**src/rtl/gpt_pkg.sv**
```systemverilog
// Purpose: Shared constants and types for the general purpose timer
// Assumes: One clock domain; configuration arrives on plain input ports
// Notes:   Rules below bind the timer core
// Operation
// - Full timer: 16-bit reloadable up/down/center counter
// - Wide configuration: same timer, 32-bit counter
// - 16-bit prescaler divides counter clock
// - Four channels: capture, compare, PWM, one-pulse
// - Trigger in/out links peer timers
// - Debug halt with freeze stops counter; a peer reset trigger still loads it
// - Own DMA requests for update and channels
// - Quadrature encoder drives counter up or down
// - One to three hall inputs, transitions detected
// - Smallest variant: up-only, one channel
// - Middle variant: up/down, two channels
// - Reduced variants count slow crystal clock
package gpt_pkg;

    localparam int PSC_W      = 16;   // Prescaler width
    localparam int CNT_W_STD  = 16;   // Standard counter width
    localparam int CNT_W_WIDE = 32;   // Wide configuration width
    localparam int NUM_CH_STD = 4;    // Full-featured channel count
    localparam int HALL_W     = 3;    // Hall sensor inputs
    localparam logic RUN_RESET = 1'b0;
    localparam logic DIR_UP    = 1'b1;

    // Counting modes
    typedef enum logic [1:0] {
        GPT_CNT_UP     = 2'b00,
        GPT_CNT_DOWN   = 2'b01,
        GPT_CNT_CENTER = 2'b10,
        GPT_CNT_ENC    = 2'b11
    } gpt_cntmode_e;

    // Channel modes
    typedef enum logic [1:0] {
        GPT_CH_CAPTURE = 2'b00,
        GPT_CH_COMPARE = 2'b01,
        GPT_CH_PWM     = 2'b10,
        GPT_CH_PULSE   = 2'b11
    } gpt_chmode_e;

    // Capture edge choice
    typedef enum logic [1:0] {
        GPT_EDGE_RISE = 2'b00,
        GPT_EDGE_FALL = 2'b01,
        GPT_EDGE_BOTH = 2'b10,
        GPT_EDGE_NONE = 2'b11
    } gpt_edge_e;

    // Reaction to the peer trigger input
    typedef enum logic [1:0] {
        GPT_SLV_OFF   = 2'b00,
        GPT_SLV_RESET = 2'b01,
        GPT_SLV_START = 2'b10,
        GPT_SLV_GATED = 2'b11
    } gpt_slave_e;

endpackage : gpt_pkg

```
**src/rtl/gpt_chan_if.sv**
```systemverilog
// Purpose: Carries counter state to one channel and its results back
// Assumes: Same clock as the timer core
// Notes:   One instance per channel
interface gpt_chan_if #(parameter int CW = 16);
    logic [CW-1:0]       count;
    logic [CW-1:0]       compare;
    logic                tick;
    logic                pulseActive;
    logic                pin;
    gpt_pkg::gpt_chmode_e mode;
    gpt_pkg::gpt_edge_e   edgeSel;
    logic [CW-1:0]       captureVal;
    logic                out;
    logic                event_;

    modport timer (output count, compare, tick, pulseActive, pin, mode, edgeSel,
                   input captureVal, out, event_);
    modport chan  (input count, compare, tick, pulseActive, pin, mode, edgeSel,
                   output captureVal, out, event_);
endinterface : gpt_chan_if

```
**src/rtl/gpt_channel.sv**
```systemverilog
// Purpose: One capture/compare channel
// Assumes: Pin is synchronous to the clock
// Notes:   Event is a one-cycle registered pulse
module gpt_channel #(
    parameter int CW = 16
) (
    // Clock and reset
    input wire logic  clock,
    input wire logic  reset,
    // Timer side
    gpt_chan_if.chan  ch
);
    import gpt_pkg::*;

    logic          pinQ;
    logic          outQ;
    logic          eventQ;
    logic [CW-1:0] capQ;
    logic          edgeHit;
    logic          match;

    // Edge detect on the channel pin
    always_comb begin
        unique case (ch.edgeSel)
            GPT_EDGE_RISE: edgeHit = ch.pin & ~pinQ;
            GPT_EDGE_FALL: edgeHit = ~ch.pin & pinQ;
            GPT_EDGE_BOTH: edgeHit = ch.pin ^ pinQ;
            GPT_EDGE_NONE: edgeHit = 1'b0;
        endcase
    end

    assign match = ch.tick & (ch.count == ch.compare);

    // Previous pin level
    always_ff @(posedge clock or posedge reset) begin
        if (reset) begin
            pinQ <= 1'b0;
        end else begin
            pinQ <= ch.pin;
        end
    end

    // Capture register
    always_ff @(posedge clock or posedge reset) begin
        if (reset) begin
            capQ <= '0;
        end else if (ch.mode == GPT_CH_CAPTURE && edgeHit) begin
            capQ <= ch.count;
        end
    end

    // Channel event pulse
    always_ff @(posedge clock or posedge reset) begin
        if (reset) begin
            eventQ <= 1'b0;
        end else if (ch.mode == GPT_CH_CAPTURE) begin
            eventQ <= edgeHit;
        end else begin
            eventQ <= match;
        end
    end

    // Output waveform per mode
    always_ff @(posedge clock or posedge reset) begin
        if (reset) begin
            outQ <= 1'b0;
        end else begin
            unique case (ch.mode)
                GPT_CH_CAPTURE: outQ <= 1'b0;
                GPT_CH_COMPARE: outQ <= outQ ^ match;
                GPT_CH_PWM:     outQ <= (ch.count < ch.compare);
                GPT_CH_PULSE:   outQ <= ch.pulseActive & (ch.count >= ch.compare);
            endcase
        end
    end

    assign ch.captureVal = capQ;
    assign ch.out        = outQ;
    assign ch.event_     = eventQ;

endmodule : gpt_channel

```
**src/rtl/gpt_timer.sv**
```systemverilog
// Purpose: General purpose timer core with prescaler and channels
// Assumes: All inputs but slowCrystalClock synchronous to clock; configuration held steady
// Notes:   Variant chosen by parameters CW, NUM_CH, UPDOWN_EN, FULL_EN
module gpt_timer #(
    parameter int CW        = gpt_pkg::CNT_W_STD,
    parameter int NUM_CH    = gpt_pkg::NUM_CH_STD,
    parameter bit UPDOWN_EN = 1'b1,
    parameter bit FULL_EN   = 1'b1
) (
    // Clock and reset
    input  wire logic                      clock,
    input  wire logic                      reset,
    // Run control
    input  wire logic                      startPulse,
    input  wire logic                      stopPulse,
    input  wire logic                      onePulse,
    input  wire gpt_pkg::gpt_cntmode_e     countMode,
    input  wire logic [gpt_pkg::PSC_W-1:0] prescale,
    input  wire logic [CW-1:0]             period,
    // Clock source
    input  wire logic                      slowClockSel,
    input  wire logic                      slowCrystalClock,
    // Debug freeze
    input  wire logic                      debugHalt,
    input  wire logic                      freezeOnHalt,
    // Peer link
    input  wire logic                      triggerIn,
    input  wire gpt_pkg::gpt_slave_e       slaveMode,
    input  wire logic                      triggerOutSel,
    output logic                           triggerOut,
    // Encoder and hall
    input  wire logic                      encA,
    input  wire logic                      encB,
    input  wire logic [gpt_pkg::HALL_W-1:0] hallIn,
    input  wire logic [gpt_pkg::HALL_W-1:0] hallEnable,
    output logic                           hallEvent,
    // Channels
    input  wire gpt_pkg::gpt_chmode_e      chMode [NUM_CH],
    input  wire gpt_pkg::gpt_edge_e        chEdge [NUM_CH],
    input  wire logic [NUM_CH-1:0][CW-1:0] chCompare,
    input  wire logic [NUM_CH-1:0]         chPin,
    output logic      [NUM_CH-1:0]         chOut,
    output logic      [NUM_CH-1:0][CW-1:0] chCapture,
    // Flags and DMA
    input  wire logic [NUM_CH:0]           flagClear,
    output logic      [NUM_CH:0]           eventFlag,
    input  wire logic [NUM_CH:0]           dmaEnable,
    output logic      [NUM_CH:0]           dmaReq,
    // Status
    output logic      [CW-1:0]             count,
    output logic                           countingUp,
    output logic                           running
);
    import gpt_pkg::*;

    logic [CW-1:0]    cntQ;
    logic [CW-1:0]    cntD;
    logic             dirQ;
    logic             dirD;
    logic             runQ;
    logic [PSC_W-1:0] pscQ;
    logic             slowS1Q;
    logic             slowS2Q;
    logic             slowPrevQ;
    logic             trigPrevQ;
    logic             encAQ;
    logic             encBQ;
    logic [HALL_W-1:0] hallQ;
    logic [HALL_W-1:0] hallChange;
    logic             hallEvtQ;
    logic             updQ;
    logic             trigOutQ;
    logic [NUM_CH:0]  flagQ;
    logic [NUM_CH:0]  dmaQ;
    logic             srcEvent;
    logic             frozen;
    logic             gateOk;
    logic             tick;
    logic             advance;
    logic             upd;
    logic             trigRise;
    logic             encStep;
    logic             encUp;
    logic             encOn;
    gpt_cntmode_e     modeEff;
    logic [NUM_CH-1:0] chEvent;

    // Next value counting up, wrapping to zero past the period
    function automatic logic [CW-1:0] nextUp(input logic [CW-1:0] value,
                                             input logic [CW-1:0] top);
        return (value >= top) ? '0 : value + 1'b1;
    endfunction : nextUp

    // Next value counting down, reloading the period below zero
    function automatic logic [CW-1:0] nextDown(input logic [CW-1:0] value,
                                               input logic [CW-1:0] top);
        return (value == '0) ? top : value - 1'b1;
    endfunction : nextDown

    // Smallest variant counts up only
    assign modeEff = UPDOWN_EN ? countMode : GPT_CNT_UP;

    // Slow crystal clock sync and edge
    always_ff @(posedge clock or posedge reset) begin
        if (reset) begin
            slowS1Q   <= 1'b0;
            slowS2Q   <= 1'b0;
            slowPrevQ <= 1'b0;
        end else begin
            slowS1Q   <= slowCrystalClock;
            slowS2Q   <= slowS1Q;
            slowPrevQ <= slowS2Q;
        end
    end

    assign srcEvent = slowClockSel ? (slowS2Q & ~slowPrevQ) : 1'b1;
    assign frozen   = freezeOnHalt & debugHalt;
    assign trigRise = triggerIn & ~trigPrevQ;
    assign gateOk   = (slaveMode != GPT_SLV_GATED) | triggerIn;
    assign advance  = runQ & gateOk & ~frozen & srcEvent;
    assign tick     = advance & (pscQ == prescale);

    // Prescaler divides by prescale plus one
    always_ff @(posedge clock or posedge reset) begin
        if (reset) begin
            pscQ <= '0;
        end else if (advance) begin
            pscQ <= (pscQ == prescale) ? '0 : pscQ + 1'b1;
        end
    end

    // Encoder sampling and decode
    assign encOn   = FULL_EN && (modeEff == GPT_CNT_ENC);
    assign encStep = encOn & runQ & ~frozen & ((encA ^ encAQ) | (encB ^ encBQ));
    assign encUp   = encA ^ encBQ;

    // Encoder and trigger history
    always_ff @(posedge clock or posedge reset) begin
        if (reset) begin
            encAQ     <= 1'b0;
            encBQ     <= 1'b0;
            trigPrevQ <= 1'b0;
        end else begin
            encAQ     <= encA;
            encBQ     <= encB;
            trigPrevQ <= triggerIn;
        end
    end

    // Next counter value and update event
    always_comb begin
        cntD = cntQ;
        dirD = dirQ;
        upd  = 1'b0;
        if (FULL_EN && slaveMode == GPT_SLV_RESET && trigRise) begin
            cntD = (modeEff == GPT_CNT_DOWN) ? period : '0;
            upd  = 1'b1;
        end else if (encOn) begin
            if (encStep) begin
                dirD = encUp;
                if (encUp) begin
                    cntD = nextUp(cntQ, period);
                    upd  = (cntQ >= period);
                end else begin
                    cntD = nextDown(cntQ, period);
                    upd  = (cntQ == '0);
                end
            end
        end else if (tick) begin
            unique case (modeEff)
                GPT_CNT_UP: begin
                    dirD = DIR_UP;
                    cntD = nextUp(cntQ, period);
                    upd  = (cntQ >= period);
                end
                GPT_CNT_DOWN: begin
                    dirD = ~DIR_UP;
                    cntD = nextDown(cntQ, period);
                    upd  = (cntQ == '0);
                end
                GPT_CNT_CENTER: begin
                    if (dirQ) begin
                        cntD = cntQ + 1'b1;
                        if (cntD >= period) begin
                            dirD = ~DIR_UP;
                            upd  = 1'b1;
                        end
                    end else begin
                        cntD = cntQ - 1'b1;
                        if (cntQ <= 1) begin
                            dirD = DIR_UP;
                            upd  = 1'b1;
                        end
                    end
                end
                default: begin
                    cntD = cntQ;
                end
            endcase
        end
    end

    // Counter and direction
    always_ff @(posedge clock or posedge reset) begin
        if (reset) begin
            cntQ <= '0;
            dirQ <= DIR_UP;
        end else begin
            cntQ <= cntD;
            dirQ <= dirD;
        end
    end

    // Run state: start, trigger start, stop, one-pulse end
    always_ff @(posedge clock or posedge reset) begin
        if (reset) begin
            runQ <= RUN_RESET;
        end else if (stopPulse || (onePulse && upd && runQ)) begin
            runQ <= 1'b0;
        end else if (startPulse || (slaveMode == GPT_SLV_START && trigRise)) begin
            runQ <= 1'b1;
        end
    end

    // Enabled hall inputs that moved this cycle
    assign hallChange = (hallIn ^ hallQ) & hallEnable;

    // Hall transition detect
    always_ff @(posedge clock or posedge reset) begin
        if (reset) begin
            hallQ    <= '0;
            hallEvtQ <= 1'b0;
        end else begin
            hallQ    <= hallIn;
            hallEvtQ <= FULL_EN && (|hallChange);
        end
    end

    // Channels
    genvar gi;
    generate
        for (gi = 0; gi < NUM_CH; gi++) begin : g_ch
            gpt_chan_if #(.CW(CW)) chIf ();

            // Counter state out, results back
            assign chIf.count       = cntQ;
            assign chIf.compare     = chCompare[gi];
            assign chIf.tick        = tick;
            assign chIf.pulseActive = runQ & onePulse;
            assign chIf.pin         = chPin[gi];
            assign chIf.mode        = chMode[gi];
            assign chIf.edgeSel     = chEdge[gi];
            assign chOut[gi]        = chIf.out;
            assign chCapture[gi]    = chIf.captureVal;
            assign chEvent[gi]      = chIf.event_;

            gpt_channel #(.CW(CW)) u_ch (
                .clock (clock),
                .reset (reset),
                .ch    (chIf.chan)
            );
        end
    endgenerate

    // Update pulse and trigger output
    always_ff @(posedge clock or posedge reset) begin
        if (reset) begin
            updQ     <= 1'b0;
            trigOutQ <= 1'b0;
        end else begin
            updQ     <= upd;
            trigOutQ <= triggerOutSel ? chEvent[0] : upd;
        end
    end

    // Sticky flags, set wins over clear
    always_ff @(posedge clock or posedge reset) begin
        if (reset) begin
            flagQ <= '0;
        end else begin
            flagQ <= (flagQ & ~flagClear) | {chEvent, updQ};
        end
    end

    // DMA requests, full variants only
    always_ff @(posedge clock or posedge reset) begin
        if (reset) begin
            dmaQ <= '0;
        end else begin
            dmaQ <= FULL_EN ? ({chEvent, updQ} & dmaEnable) : '0;
        end
    end

    assign triggerOut = trigOutQ;
    assign hallEvent  = hallEvtQ;
    assign eventFlag  = flagQ;
    assign dmaReq     = dmaQ;
    assign count      = cntQ;
    assign countingUp = dirQ;
    assign running    = runQ;

endmodule : gpt_timer

```
**config.mk**
```make
export PLATFORM = sky130hd
export DESIGN_NAME = gpt_timer
export DESIGN_NICKNAME = d
export VERILOG_FILES = /design/src/rtl/gpt_pkg.sv /design/src/rtl/gpt_chan_if.sv /design/src/rtl/gpt_channel.sv /design/src/rtl/gpt_timer.sv
export SDC_FILE = /design/constraint.sdc
export NUM_CORES = 1
export LEC_CHECK = 0
export BUFFER_PORTS_ARGS = -buffer_cell sky130_fd_sc_hd__buf_4
export CAP_MARGIN = 10
export CORE_MARGIN = 5
export CORE_UTILIZATION = 40
export CTS_BUF_LIST = sky130_fd_sc_hd__clkbuf_2 sky130_fd_sc_hd__clkbuf_4 sky130_fd_sc_hd__clkbuf_8
export CTS_CLUSTER_SIZE = 30
export DETAILED_ROUTE_END_ITERATION = 12
export PLACE_DENSITY = 0.73
export SKIP_CTS_REPAIR_TIMING = 1
export SLEW_MARGIN = 15
export SYNTH_ARGS = -nofsm -noshare
export SYNTH_HDL_FRONTEND = slang
export SYNTH_HIERARCHICAL = 1
export SYNTH_SLANG_ARGS = --single-unit
```
**constraint.sdc**
```tcl
create_clock -name clock -period 3.8 [get_ports clock]
set_input_delay 0.19 -clock clock [delete_from_list [all_inputs] [get_ports clock]]
set_output_delay 0.19 -clock clock [all_outputs]
set_load 0.01 [all_outputs]
```
==> results.md, run 1 <==
Outcome:
- The run finished with clean final reports.

Floorplan:
- The area of the die is 28000 µm².
- The initial utilization of the core area, before any placement, comes to 40.6%.
- The x dimension of the die is 167 µm.
- The floorplan has 57 rows.
- The number of top-level pins is 247.
- The die is 167 µm tall.
- The core area is 24300 µm².

Logic synthesis:
- Of all cell types, the one taking the most synthesized area is sky130_fd_sc_hd__dfrtp_1.
- The gate count after technology mapping is 1070.
- The number of library cell types mapped by synthesis is 74.
- The mean instance size in the synthesized netlist is 9.24 µm².
- The synthesized-area fraction occupied by xor and xnor cells is 5.75%.
- The cell area after technology mapping is 9880 µm².
- When the netlist entered floorplanning its net count stood at 1332.
- The primary flip-flop cell chosen by synthesis mapping is sky130_fd_sc_hd__dfrtp_1.
- The count of flip-flops with a built-in enable after synthesis is 0.
- Ranked by total cell area, the synthesized netlist is headed by sky130_fd_sc_hd__dfrtp_1 (33%), sky130_fd_sc_hd__ha_1 (14%), sky130_fd_sc_hd__mux2_2 (7.3%), sky130_fd_sc_hd__inv_1 (4.1%), sky130_fd_sc_hd__xor2_1 (3.6%).
- The combinational family with the most area after synthesis is simple AND/OR/NAND/NOR gates.
- The share of synthesized area in the top cell type comes to 33.2%.
- The number of synthesis warnings is 6.
- Measured against the total synthesized area, the mux share comes to 8.91%.
- The register area share after synthesis is 33.4%.
- The area share of and/or/nand/nor cells after synthesis is 16.3%.
- The number of synthesized register bits is 132.
- Counting flops with an async set or reset pin after synthesis yields a share of 100%.
- The synthesized netlist devotes 14.3% of its cell area to adder and majority cells.
- The share of the synthesized area in compound gates (AO/OA/AOI/OAI) is 14.8%.

Detailed routing:
- The first detailed-routing pass ran for 7 iterations.
- The highest metal layer used by the detailed router is met4.
- The count of unresolved DRC violations after routing is 0.
- In this run, the number of DRC markers left after iteration 0 of detailed routing was 893.
- For this block, the routed nets add up to 34600 µm of wire.
- The met3 wire length is 2630 µm.
- The average wire length per cell after detail routing is 20.5 µm.
- The sum of met2 wire segment lengths after detailed routing is 16500 µm.
- The detailed router placed 9457 vias in this run.
- The number of nets with antenna violations after detailed routing is 0.
- The post-detailed-route via-to-cell ratio is 5.61.
- For this block, wires on met1 add up to 14400 µm.

Setup path:
- The maximum fanout along the worst path is 9.
- The worst endpoint required time is 4180 ps.
- The origin of the worst setup path is count[0].
- On the critical path, the stage with the largest delay is an instance of sky130_fd_sc_hd__dfrtp_1.
- For the worst setup path, the data arrival time is 3740 ps.
- The worst setup path is launched from a flop.
- In this design, the largest share of critical-path delay is due to compound AO/OA/AOI/OAI gates.
- The total buffers and inverters traversed by the critical path is 1.
- By startpoint and endpoint, the worst setup path is classified as flop to flop.
- The sort of element at the end of the critical path is a flop.
- The launch instance of the worst register-to-register path is count[0].
- Traced cell by cell, the critical path runs through nand3_1 > nor3_1 > buf_4 > nand3_1 > xnor2_1 > ha_1 > nand2_1 > o21ai_0 > o21ai_0 > a21oi_1 > nand4_1 > a31oi_1 > o31a_1.
- The delay of the slowest critical-path stage is 530 ps.

Timing:
- Setup repair after global routing left no endpoint under its margin.
- Timing would allow up to 298 MHz.
- The worst clock skew is 18.5 ps.
- Subtracting the final worst setup slack from the clock period gives 3360 ps.
- For the final routed database, the setup TNS stands at 0 ps.
- Measured against its own limit, the worst slew margin works out to 32.6%.
- The portion of the clock cycle consumed by the worst path in the final layout is 88.3%.
- The count of pins over their slew limit is 0.
- Setup violations remaining at the end of the flow were counted as 0.
- At the pin with the least slew margin, the transition time is 1010 ps.
- The final number of hold-violating endpoints came to 0.

Power:
- Dividing total power by cell area gives a power density of 516 nW/µm².
- The worst vdd rail ir drop is 0.000232 V.
- After layout, the design draws a total of 6.62 mW.
- For this design the static power due to leakage is 6.53 nW.

Clock network:
- The clock latency on the worst-skew pair is 460 ps.
- The H-tree was split into 4 levels.
- The master cell of the clock root buffer is sky130_fd_sc_hd__clkbuf_8.
- Buffers inserted during clock tree synthesis total 17.
- Clock tree synthesis found a total of 132 sinks.
- TritonCTS built the clock tree.
- The clock tree buffer depth is 2.
- Clock-pin slew was measured on the worst setup and hold paths at 90 ps.

Final layout:
- The utilization after layout is 52.8%.
- The layout filler cell count is 2245.
- The relative area change from synthesis to final layout is 29.9%.
- Leaving out filler cells and counting taps, the final layout contains 1685.
- The post-layout net count is 1610.
- The number of antenna diodes in the final layout is 0.
- Cells with a size suffix above 1 make up 30.1% of the layout.

Placed design:
- Detailed placement finished with a half-perimeter wire length of 26300 µm.
- Routability-driven placement finished with a final weighted congestion of 0.971.
- The number of placed instances, taps included, is 1630.
- The number of buffers inserted by port buffering is 246.

Global routing:
- Entering global routing, the biggest net connects 43 pins.
- The final global-route overflow total is 0.
- Global routing used 23.9% of the available tracks across all layers.
- The initial antenna violation count is 0.
- The global-route wire length before repair is 53200 µm.
- The via count of the first global-routing pass is 9515.

Hold path:
- In this run the worst hold path is classified as input pin to flop.
- The launch instance of the worst min-delay path is flagClear[4].

Job:
- The max-cap violation count is 0.
==> final timing paths <==
check	end	slack, ps	cells past startpoint
min in group asynchronous	g_ch[3].u_ch/ch.out	460	3
min	eventFlag[4]	7	3
max	triggerOut	440	13
max in group asynchronous	count[13]	2410	4
max reg2reg	triggerOut	440	13
min reg2reg	slowS2Q	350	0
==> cell usage in the layout (no fill, tap or decap), types with 23 or more instances in the layout <==
cell	synthesis	layout
sky130_fd_sc_hd__mux2_2	64	64
sky130_fd_sc_hd__inv_1	109	108
sky130_fd_sc_hd__nand2_1	68	68
sky130_fd_sc_hd__dlygate4sd3_1	0	23
sky130_fd_sc_hd__buf_4	4	283
sky130_fd_sc_hd__o21ai_0	61	61
sky130_fd_sc_hd__a21oi_1	61	61
sky130_fd_sc_hd__dfrtp_1	131	131
sky130_fd_sc_hd__nand3_1	37	37
sky130_fd_sc_hd__nor2_1	55	55
sky130_fd_sc_hd__xor2_1	41	41
sky130_fd_sc_hd__ha_1	113	113
==> power breakdown <==
part	internal (mW)	total [mW]	switching, mW
clock	0.612	1.26	0.650
sequential	1.79	2.15	0.357
combinational	1.50	3.21	1.71
==> metrics by stage <==
stage / hold slack [ps] / worst slack [ps] / area, µm²
3_5_place_dp: 303 / 501 / 12200
4_1_cts: -190 / 448 / 12600
6_report: 7.07 / 445 / 12800
5_1_grt: 3.16 / 100 / 12800
2_1_floorplan: 141 / 630 / 9880
3_3_place_gp: 302 / 618 / 12200
==> state kept, by name, indices dropped and copies added (netlist names) <==
register and flops:
g_ch.u_ch/ch.captureVal 64, count 16, pscQ 16, dmaReq 5
eventFlag 5, g_ch.u_ch/ch.event_ 4, g_ch.u_ch/ch.out 4, g_ch.u_ch/pinQ 4
hallQ 3, countingUp 1, encAQ 1, encBQ 1
hallEvent 1, running 1, slowPrevQ 1, slowS1Q 1
slowS2Q 1, trigPrevQ 1, triggerOut 1, updQ 1
==> synthesized netlist by cell type (7+ instances only) <==
| master | instances |
|---|---|
| sky130_fd_sc_hd__nand2b_1 | 8 |
| sky130_fd_sc_hd__nand4_1 | 16 |
| sky130_fd_sc_hd__a21o_1 | 8 |
| sky130_fd_sc_hd__and4_1 | 7 |
| sky130_fd_sc_hd__nand2_1 | 68 |
| sky130_fd_sc_hd__mux2i_1 | 16 |
| sky130_fd_sc_hd__nor3_1 | 20 |
| sky130_fd_sc_hd__mux2_2 | 64 |
| sky130_fd_sc_hd__clkbuf_1 | 34 |
| sky130_fd_sc_hd__o211ai_1 | 9 |
| sky130_fd_sc_hd__xor2_1 | 41 |
| sky130_fd_sc_hd__o21ai_0 | 61 |
| sky130_fd_sc_hd__nand3_1 | 37 |
| sky130_fd_sc_hd__nor2_1 | 55 |
| sky130_fd_sc_hd__ha_1 | 113 |
| sky130_fd_sc_hd__a21oi_1 | 61 |
| sky130_fd_sc_hd__and2_1 | 12 |
| sky130_fd_sc_hd__o31ai_1 | 9 |
| sky130_fd_sc_hd__nor4_1 | 13 |
| sky130_fd_sc_hd__or3_1 | 7 |
| sky130_fd_sc_hd__a31oi_1 | 8 |
| sky130_fd_sc_hd__a211oi_1 | 9 |
| sky130_fd_sc_hd__nor3b_1 | 14 |
| sky130_fd_sc_hd__o21a_1 | 7 |
| sky130_fd_sc_hd__xnor2_1 | 22 |
| sky130_fd_sc_hd__inv_1 | 109 |
| sky130_fd_sc_hd__dfrtp_1 | 131 |
==> metal layers <==
metal | vias up | GRT usage [%]
li1 | 4376 | -
met1 | 4585 | 31.0
met2 | 424 | 39.2
met3 | 72 | 6.25
met4 | 0 | 7.87
met5 | - | 0
==> layout make-up <==
| type | count | area [µm²] | share of cell area (%) |
|---|---|---|---|
| Clock buffer | 18 | 241 | 1.88 |
| Clock inverter | 14 | 165 | 1.29 |
| Inverter | 109 | 409 | 3.19 |
| Multi-Input combinational cell | 782 | 5960 | 46.4 |
| Sequential cell | 132 | 3300 | 25.7 |
| Tap cell | 324 | 405 | 3.16 |
| Timing Repair Buffer | 306 | 2350 | 18.3 |
==> worst reg2reg max path, delay by kind of cell, from the launching register on <==
| family | cells | cell delay (ps) |
|---|---|---|
| buffers and inverters | 1 | 210 |
| DFF | 1 | 530 |
| AOI/OAI and AO/OA | 5 | 1110 |
| and+or+nand+nor | 5 | 950 |
| adders and majority gates | 1 | 310 |
| xor gates and xnor gates | 1 | 180 |
==> cells by family after synthesis <==
group | Yosys count
AOI/OAI and AO/OA | 228
xor gates and xnor gates | 64
adders and majority gates | 113
buffers and inverters | 156
DFF | 132
muxes | 80
and+or+nand+nor | 297
Note: power is estimated with default switching activity, not from simulation.
==> run 2: changes to the inputs <==
--- a/config.mk
+++ b/config.mk
@@ -12,6 +12,7 @@
 export CTS_BUF_LIST = sky130_fd_sc_hd__clkbuf_2 sky130_fd_sc_hd__clkbuf_4 sky130_fd_sc_hd__clkbuf_8
 export CTS_CLUSTER_SIZE = 30
 export DETAILED_ROUTE_END_ITERATION = 12
+export GPL_TIMING_DRIVEN = 0
 export PLACE_DENSITY = 0.73
 export SKIP_CTS_REPAIR_TIMING = 1
 export SLEW_MARGIN = 15
==> results.md, run 2 (synthesized netlist as in run 1, its figures left out) <==
Timing:
- Headroom to the max-slew limit came out at 41.5%.
- The final setup violation count is 0.
- The slew at the pin with the worst max-slew slack is 877 ps.
- The final-layout worst hold slack is 18.6 ps.
- Dividing the final minimum period by the clock period gives 95.9%.
- Setup repair after global routing left no endpoint under its margin.
- The final number of hold-violating endpoints is 0.
- Setup slack on the critical path of the routed design comes to 158 ps.
- The count of pins over their slew limit is 0.
- The worst path in the final design needs a cycle of 3640 ps, including I/O delays and setup.
- The maximum achievable frequency is 275 MHz.
- Across the routed clock network, the largest skew measured is 17.1 ps.

Outcome:
- The flow ran to the end, and the final reports show no timing, DRC or antenna violations.

Setup path:
- STA puts the critical path data arrival time at 4020 ps.
- Traced cell by cell, the critical path runs through buf_2 > nand4_1 > nor3_4 > nand3_1 > xnor2_1 > ha_1 > nand2_1 > o21ai_0 > o21ai_0 > a21oi_2 > nand4_1 > a31oi_1 > o31a_1.
- The sort of element at the end of the critical path is a flop.
- The maximum fanout along the worst path is 11.
- The delay of the slowest critical-path stage is 600 ps.
- The slowest stage of the critical path belongs to the cell sky130_fd_sc_hd__dfrtp_4.
- STA classifies the critical path startpoint as a flop.
- The worst endpoint required time is 4180 ps.
- The worst register-to-register path has a depth of 13.
- The critical path class is flop to flop.

Hold path:
- The worst hold path stage count is 3.
- In this run the worst hold path is classified as input pin to flop.

Final layout:
- The post-layout net count is 1626.
- Cells with a size suffix above 1 make up 30.0% of the layout.
- From synthesis to final layout, the design area changed by 30.7%.
- The flip-flop count of the largest register after layout is 64.
- In the layout the commonest cells are sky130_fd_sc_hd__buf_4 (260), sky130_fd_sc_hd__dfrtp_1 (120), sky130_fd_sc_hd__ha_1 (113), sky130_fd_sc_hd__inv_1 (108), sky130_fd_sc_hd__nand2_1 (68).
- The commonest non-fill, non-tap cell in the layout is sky130_fd_sc_hd__buf_4.
- The layout filler cell count is 2218.
- After routing the design area is 12900 µm².

Floorplan:
- The area of the die is 28000 µm².
- The number of top-level pins is 247.
- The core area is 24300 µm².
- The initial utilization of the core area, before any placement, comes to 40.6%.
- In this run the horizontal extent of the chip is 167 µm.
- In this run the core area contains 57 standard-cell rows.
- The vertical die dimension is 167 µm.

Detailed routing:
- The first-iteration detailed-routing DRC count is 889.
- In this run the remaining antenna-violating nets after routing total 0.
- The post-detailed-route via-to-cell ratio is 5.61.
- The final wirelength is 34400 µm.
- Before antenna repair, the detailed router went through 5 iterations.
- The routed via count is 9549.
- In the final routed layout, each cell accounts on average for 20.2 µm.
- For this run, design rule violations remaining after detail routing come to 0.

Global routing:
- The final global-route overflow total is 0.
- Entering global routing, the biggest net connects 51 pins.
- The all-layer global routing usage is 23.7%.
- The via count of the first global-routing pass is 9457.
- The initial antenna violation count is 1.
- The first global-routing pass estimated 52600 µm of wire.

Clock network:
- The H-tree depth is 4.
- The master cell of the clock root buffer is sky130_fd_sc_hd__clkbuf_8.
- Counting every sink on the clock net gives 132.
- The clock tree buffer depth is 2.
- The CTS clock-pin slew for the worst setup and hold paths is 100 ps.
- In this run, CTS created clock tree buffers numbering 17.
- TritonCTS built the clock tree.
- Clock latency on the worst-skew pair, taken at its later pin, is 450 ps.

Power:
- Sequential cells burn 34.3% of the power.
- The clock network burns 19.5% of the power.
- The total power of the final layout is 6.66 mW.
- The power per unit of standard cell area is 516 nW/µm².
- The leakage component of the power is 6.50 nW.
- The switching part of the total power is 41.4%.
- IR analysis of the VDD net gives a maximum drop of 0.000315 V.
- The proportion of power drawn by combinational gates is 46.1%.
- Summed over all nets, the switching power comes to 2.76 mW.
- The cell-internal power is 3.90 mW.

Placed design:
- The global placement routability congestion is 0.969.
- The number of buffers inserted by port buffering is 246.
- Before CTS, the worst setup slack after placement is -726 ps.
- Detailed placement ended at an HPWL of 25100 µm.
- The cell area after placement is 12200 µm².

Job:
- The tool flagged a number of max-cap violations equal to 0.
-- run 2: cell count changes in the layout (fill, tap and decap cells not counted), sizes merged --
cell,previous run,this run
clkinv,3,2
clkinvlp,1,2
clkbuf,18,51
dlygate4sd3,23,21
buf,283,268
diode,0,1
-- run 2: layer usage --
layer	part of all wire [%]	wire length [µm]	global-route usage (%)
met5	0	0	0
met4	4.0	1390	10.3
met3	7.9	2720	4.88
met2	47	16000	37.7
met1	42	14300	31.4
-- run 2: path summary, 6_finish.rpt --
| path | startpoint | endpoint | slack, ps |
|---|---|---|---|
| max reg2reg | count[5] | triggerOut | 160 |
| max | count[5] | triggerOut | 160 |
| min in group asynchronous | reset | eventFlag[3] | 240 |
| max in group asynchronous | reset | g_ch[0].u_ch/ch.captureVal[14] | 2800 |
| min | flagClear[3] | eventFlag[3] | 20 |
| min reg2reg | slowS1Q | slowS2Q | 360 |
-- run 2: per-stage QoR --
step           utilization [%]  cells  TNS [ps]
2_1_floorplan                -   1070         0
5_1_grt                   53.1   1702         0
3_3_place_gp              49.9   1640     -8520
3_5_place_dp              50.0   1641     -9200
6_report                  53.1   1702         0
4_1_cts                   51.7   1673     -9820
-- run 2: area by class of cell --
cell class / count / area, µm² / share of cell area (%)
Timing Repair Buffer: 278 / 2160 / 16.7
Antenna cell: 1 / 2.50 / 0.0194
Clock inverter: 14 / 166 / 1.29
Sequential cell: 132 / 3340 / 25.8
Clock buffer: 18 / 241 / 1.87
Multi-Input combinational cell: 782 / 5970 / 46.2
Buffer: 44 / 224 / 1.73
Inverter: 109 / 412 / 3.19
Tap cell: 324 / 405 / 3.14
-- run 2: power by group through the flow --
stage / registers (mW) / logic (mW) / clock network, mW
6_report: 2.29 / 3.07 / 1.30
3_3_place_gp: 2.35 / 2.83 / 0
3_5_place_dp: 2.35 / 2.90 / 0
5_1_grt: 2.35 / 3.34 / 1.39
2_1_floorplan: 2.28 / 1.55 / 0
4_1_cts: 2.33 / 2.92 / 1.32
-- run 2: critical path: cells and delay by family, from the launching register on --
kind / cells / cell delay [ps]
AOI/OAI and AO/OA: 5 / 1150
xor gates and xnor gates: 1 / 220
adders and majority gates: 1 / 330
buffers and inverters: 1 / 290
DFF: 1 / 600
and+or+nand+nor: 5 / 990
==> run 3: changes to the inputs <==
--- a/config.mk
+++ b/config.mk
@@ -7,6 +7,7 @@
 export LEC_CHECK = 0
 export BUFFER_PORTS_ARGS = -buffer_cell sky130_fd_sc_hd__buf_4
 export CAP_MARGIN = 10
+export CORE_ASPECT_RATIO = 0.7
 export CORE_MARGIN = 5
 export CORE_UTILIZATION = 40
 export CTS_BUF_LIST = sky130_fd_sc_hd__clkbuf_2 sky130_fd_sc_hd__clkbuf_4 sky130_fd_sc_hd__clkbuf_8
==> results.md, run 3 (synthesized netlist as in run 1, its figures left out) <==
Power:
- Power spread over the standard cell area amounts to 512 nW/µm².
- In this run the power spent charging and discharging nets is 2.75 mW.
- Across the VDD grid, the largest voltage drop is 0.000389 V.
- The cell-internal power is 3.89 mW.
- Summing internal, switching and leakage power gives 6.65 mW.
- Of the total power, the clock network draws 19.1%.
- Summed over all cells, the static leakage comes to 6.52 nW.
- In this run switching power makes up 41.4% of total power.
- The power share of the sequential group is 35.1%.
- Combinational logic burns 45.8% of the power.

Timing:
- The portion of the clock cycle consumed by the worst path in the final layout is 95.8%.
- The final-layout worst hold slack is 36.0 ps.
- The count of pins over their slew limit is 0.
- Setup violations remaining at the end of the flow were counted as 0.
- The routed design could run at a clock period as short as 3640 ps.
- In this run the tightest slew margin relative to its limit is 38.2%.
- The final number of hold-violating endpoints came to 0.
- The maximum achievable frequency is 275 MHz.
- Between clock sinks in the finished design, the worst skew comes to 20.7 ps.
- For the pin with the worst max-slew slack, the measured transition is 927 ps.

Floorplan:
- Once the floorplan was initialized, standard cells occupied 40.3% of the core.
- The core area is 24500 µm².
- In this run the horizontal extent of the chip is 198 µm.
- From bottom edge to top edge, the die measures 142 µm.
- In this run the core area contains 48 standard-cell rows.
- Pin placement for this block handled 247 I/O pins.
- The area of the die is 28000 µm².

Setup path:
- The sort of element at the end of the critical path is a flop.
- For the worst flop-to-flop path, the logic depth is 13.
- The critical path goes through clkbuf_2 > nand4_1 > nor3_4 > nand3_1 > xnor2_1 > ha_1 > nand2_1 > o21ai_2 > a41oi_1 > a21oi_1 > nand4_1 > a31oi_2 > o31a_1.
- The data arrival time of the critical path is 4050 ps.
- The minimum setup slack among reg-to-reg paths is 160 ps.
- The critical path is of the flop to flop type.
- On the worst path, the slowest cell contributes a delay of 620 ps.
- STA puts the critical path data required time at 4210 ps.
- Among the stages of the critical path, the cell type that occurs most often is sky130_fd_sc_hd__nand4_1.
- The element type at the critical path start is a flop.
- The cell type of the slowest stage on the worst timing path is sky130_fd_sc_hd__dfrtp_2.
- Along the worst path, the maximum fanout reaches 11.

Placed design:
- Including well taps, the total number of placed cells is 1642.
- The number of buffers inserted by port buffering is 246.
- The wire-length estimate of the detail-placed layout is 26700 µm.
- The congestion estimate from routability-driven global placement came to 1.02.

Global routing:
- The initial antenna violation count is 0.
- The global-route wire length before repair is 53700 µm.
- For this run the aggregate overflow at the end of global routing stands at 0.
- The all-layer global routing usage is 25.0%.
- The largest net degree at the start of global routing is 55.
- The via count of the first global-routing pass is 9469.

Final layout:
- The register with the most flip-flops in the layout has 64 of them.
- The post-layout net count is 1632.
- The number of diodes is 0.
- Summing all flip-flop and latch instances after layout gives 3330 µm².
- In the final layout, the multi-input gates occupy 5990 µm².
- The library cell used most frequently in the layout, excluding fill and tap cells, is sky130_fd_sc_hd__buf_4.
- In the final layout, the share of cells above drive strength 1 is 29.8%.
- Leaving out fill and tap cells, the most frequent cells in the layout are sky130_fd_sc_hd__buf_4 (255), sky130_fd_sc_hd__dfrtp_1 (120), sky130_fd_sc_hd__ha_1 (112), sky130_fd_sc_hd__inv_1 (108), sky130_fd_sc_hd__nand2_1 (68).
- The utilization after layout is 53.0%.
- The finished layout holds 1708 standard cells, fillers aside.
- The layout has 2218 filler cells.
- From synthesis to final layout, the design area changed by 31.5%.

Detailed routing:
- Dividing the detail-routed wire length by the instance count gives 21.1 µm.
- The first-iteration detailed-routing DRC count is 810.
- The count of unresolved DRC violations after routing is 0.
- The number of nets with antenna violations after detailed routing is 0.
- The number of iterations in the first detailed-routing pass is 5.
- For this block, the routed nets add up to 36100 µm of wire.
- The routed via count is 9502.
- The post-detailed-route via-to-cell ratio is 5.56.

Clock network:
- After clock tree synthesis, the clock-pin slew on the worst setup and hold paths is 100 ps.
- At the later pin of the worst-skew pair, clock insertion delay measures 480 ps.
- No sink is reached through more buffers than the 2 on the longest clock path.
- The master cell of the clock root buffer is sky130_fd_sc_hd__clkbuf_8.
- The clock tree from TritonCTS is built.
- The number of clock buffers added by TritonCTS is 17.
- The H-tree depth is 4.
- Clock tree synthesis found a total of 132 sinks.

Job:
- The max-cap violation count is 0.

Hold path:
- The worst min-delay path class is input pin to flop.
- The worst hold path stage count is 3.

Outcome:
- The run finished with clean final reports.
[run 3: cell count changes in the layout (fill, tap and decap cells not counted), moves of 2 or more]
cell | before | now
sky130_fd_sc_hd__dlygate4sd3_1 | 21 | 30
sky130_fd_sc_hd__buf_4 | 260 | 255
sky130_fd_sc_hd__clkinv_4 | 1 | 3
sky130_fd_sc_hd__dfrtp_2 | 4 | 6
sky130_fd_sc_hd__dfrtp_4 | 7 | 5
[run 3: metal layers]
layer | share of wire [%] | wire (µm) | GRT usage, % | vias to the layer above
met3 | 12 | 4480 | 10.2 | 60
met4 | 2.1 | 767 | 7.57 | 2
met2 | 42 | 15300 | 36.1 | 493
met5 | 0.097 | 35 | 1.06 | -
li1 | - | - | - | 4436
met1 | 43 | 15500 | 34.2 | 4511
[run 3: stage by stage]
stage          worst slack (ps)  area (µm²)  setup TNS, ps
6_report                    161       13000              0
5_1_grt                   -4.68       13000          -4.68
4_1_cts                    -846       12600          -7600
3_5_place_dp               -818       12200          -7090
3_3_place_gp               -796       12100          -7640
2_1_floorplan               630        9880              0
[run 3: area by class of cell]
cell class / count / area share, %
Clock buffer: 18 / 1.91
Multi-Input combinational cell: 782 / 46.1
Buffer: 46 / 1.79
Tap cell: 325 / 3.13
Clock inverter: 14 / 1.27
Sequential cell: 132 / 25.6
Inverter: 109 / 3.17
Timing Repair Buffer: 282 / 17.0
[run 3: critical path, delay by kind of cell, from the launching register on]
kind / cells / cell delay [ps]
AND/OR/NAND/NOR: 5 / 970
flip-flops: 1 / 620
XOR/XNOR: 1 / 200
AO/OA/AOI/OAI: 5 / 1150
adder cells (fa/ha/maj): 1 / 330
buffers and inverters: 1 / 300
[run 3: worst paths after layout]
check / to / start
setup reg to reg: triggerOut / count[6]
setup / recovery: triggerOut / count[6]
min in group asynchronous: eventFlag[4] / reset
hold reg to reg: slowS2Q / slowS1Q
max in group asynchronous: g_ch[1].u_ch/ch.captureVal[5] / reset
hold / removal: count[13] / period[13]
[run 3: power groups by stage]
stage                     registers, mW  logic (mW)  clock network, mW
final                              2.33        3.05               1.27
after global routing               2.38        3.33               1.37
after CTS                          2.32        2.96               1.30
after detailed placement           2.34        2.94                  0
after global placement             2.32        2.86                  0
after floorplan                    2.28        1.55                  0
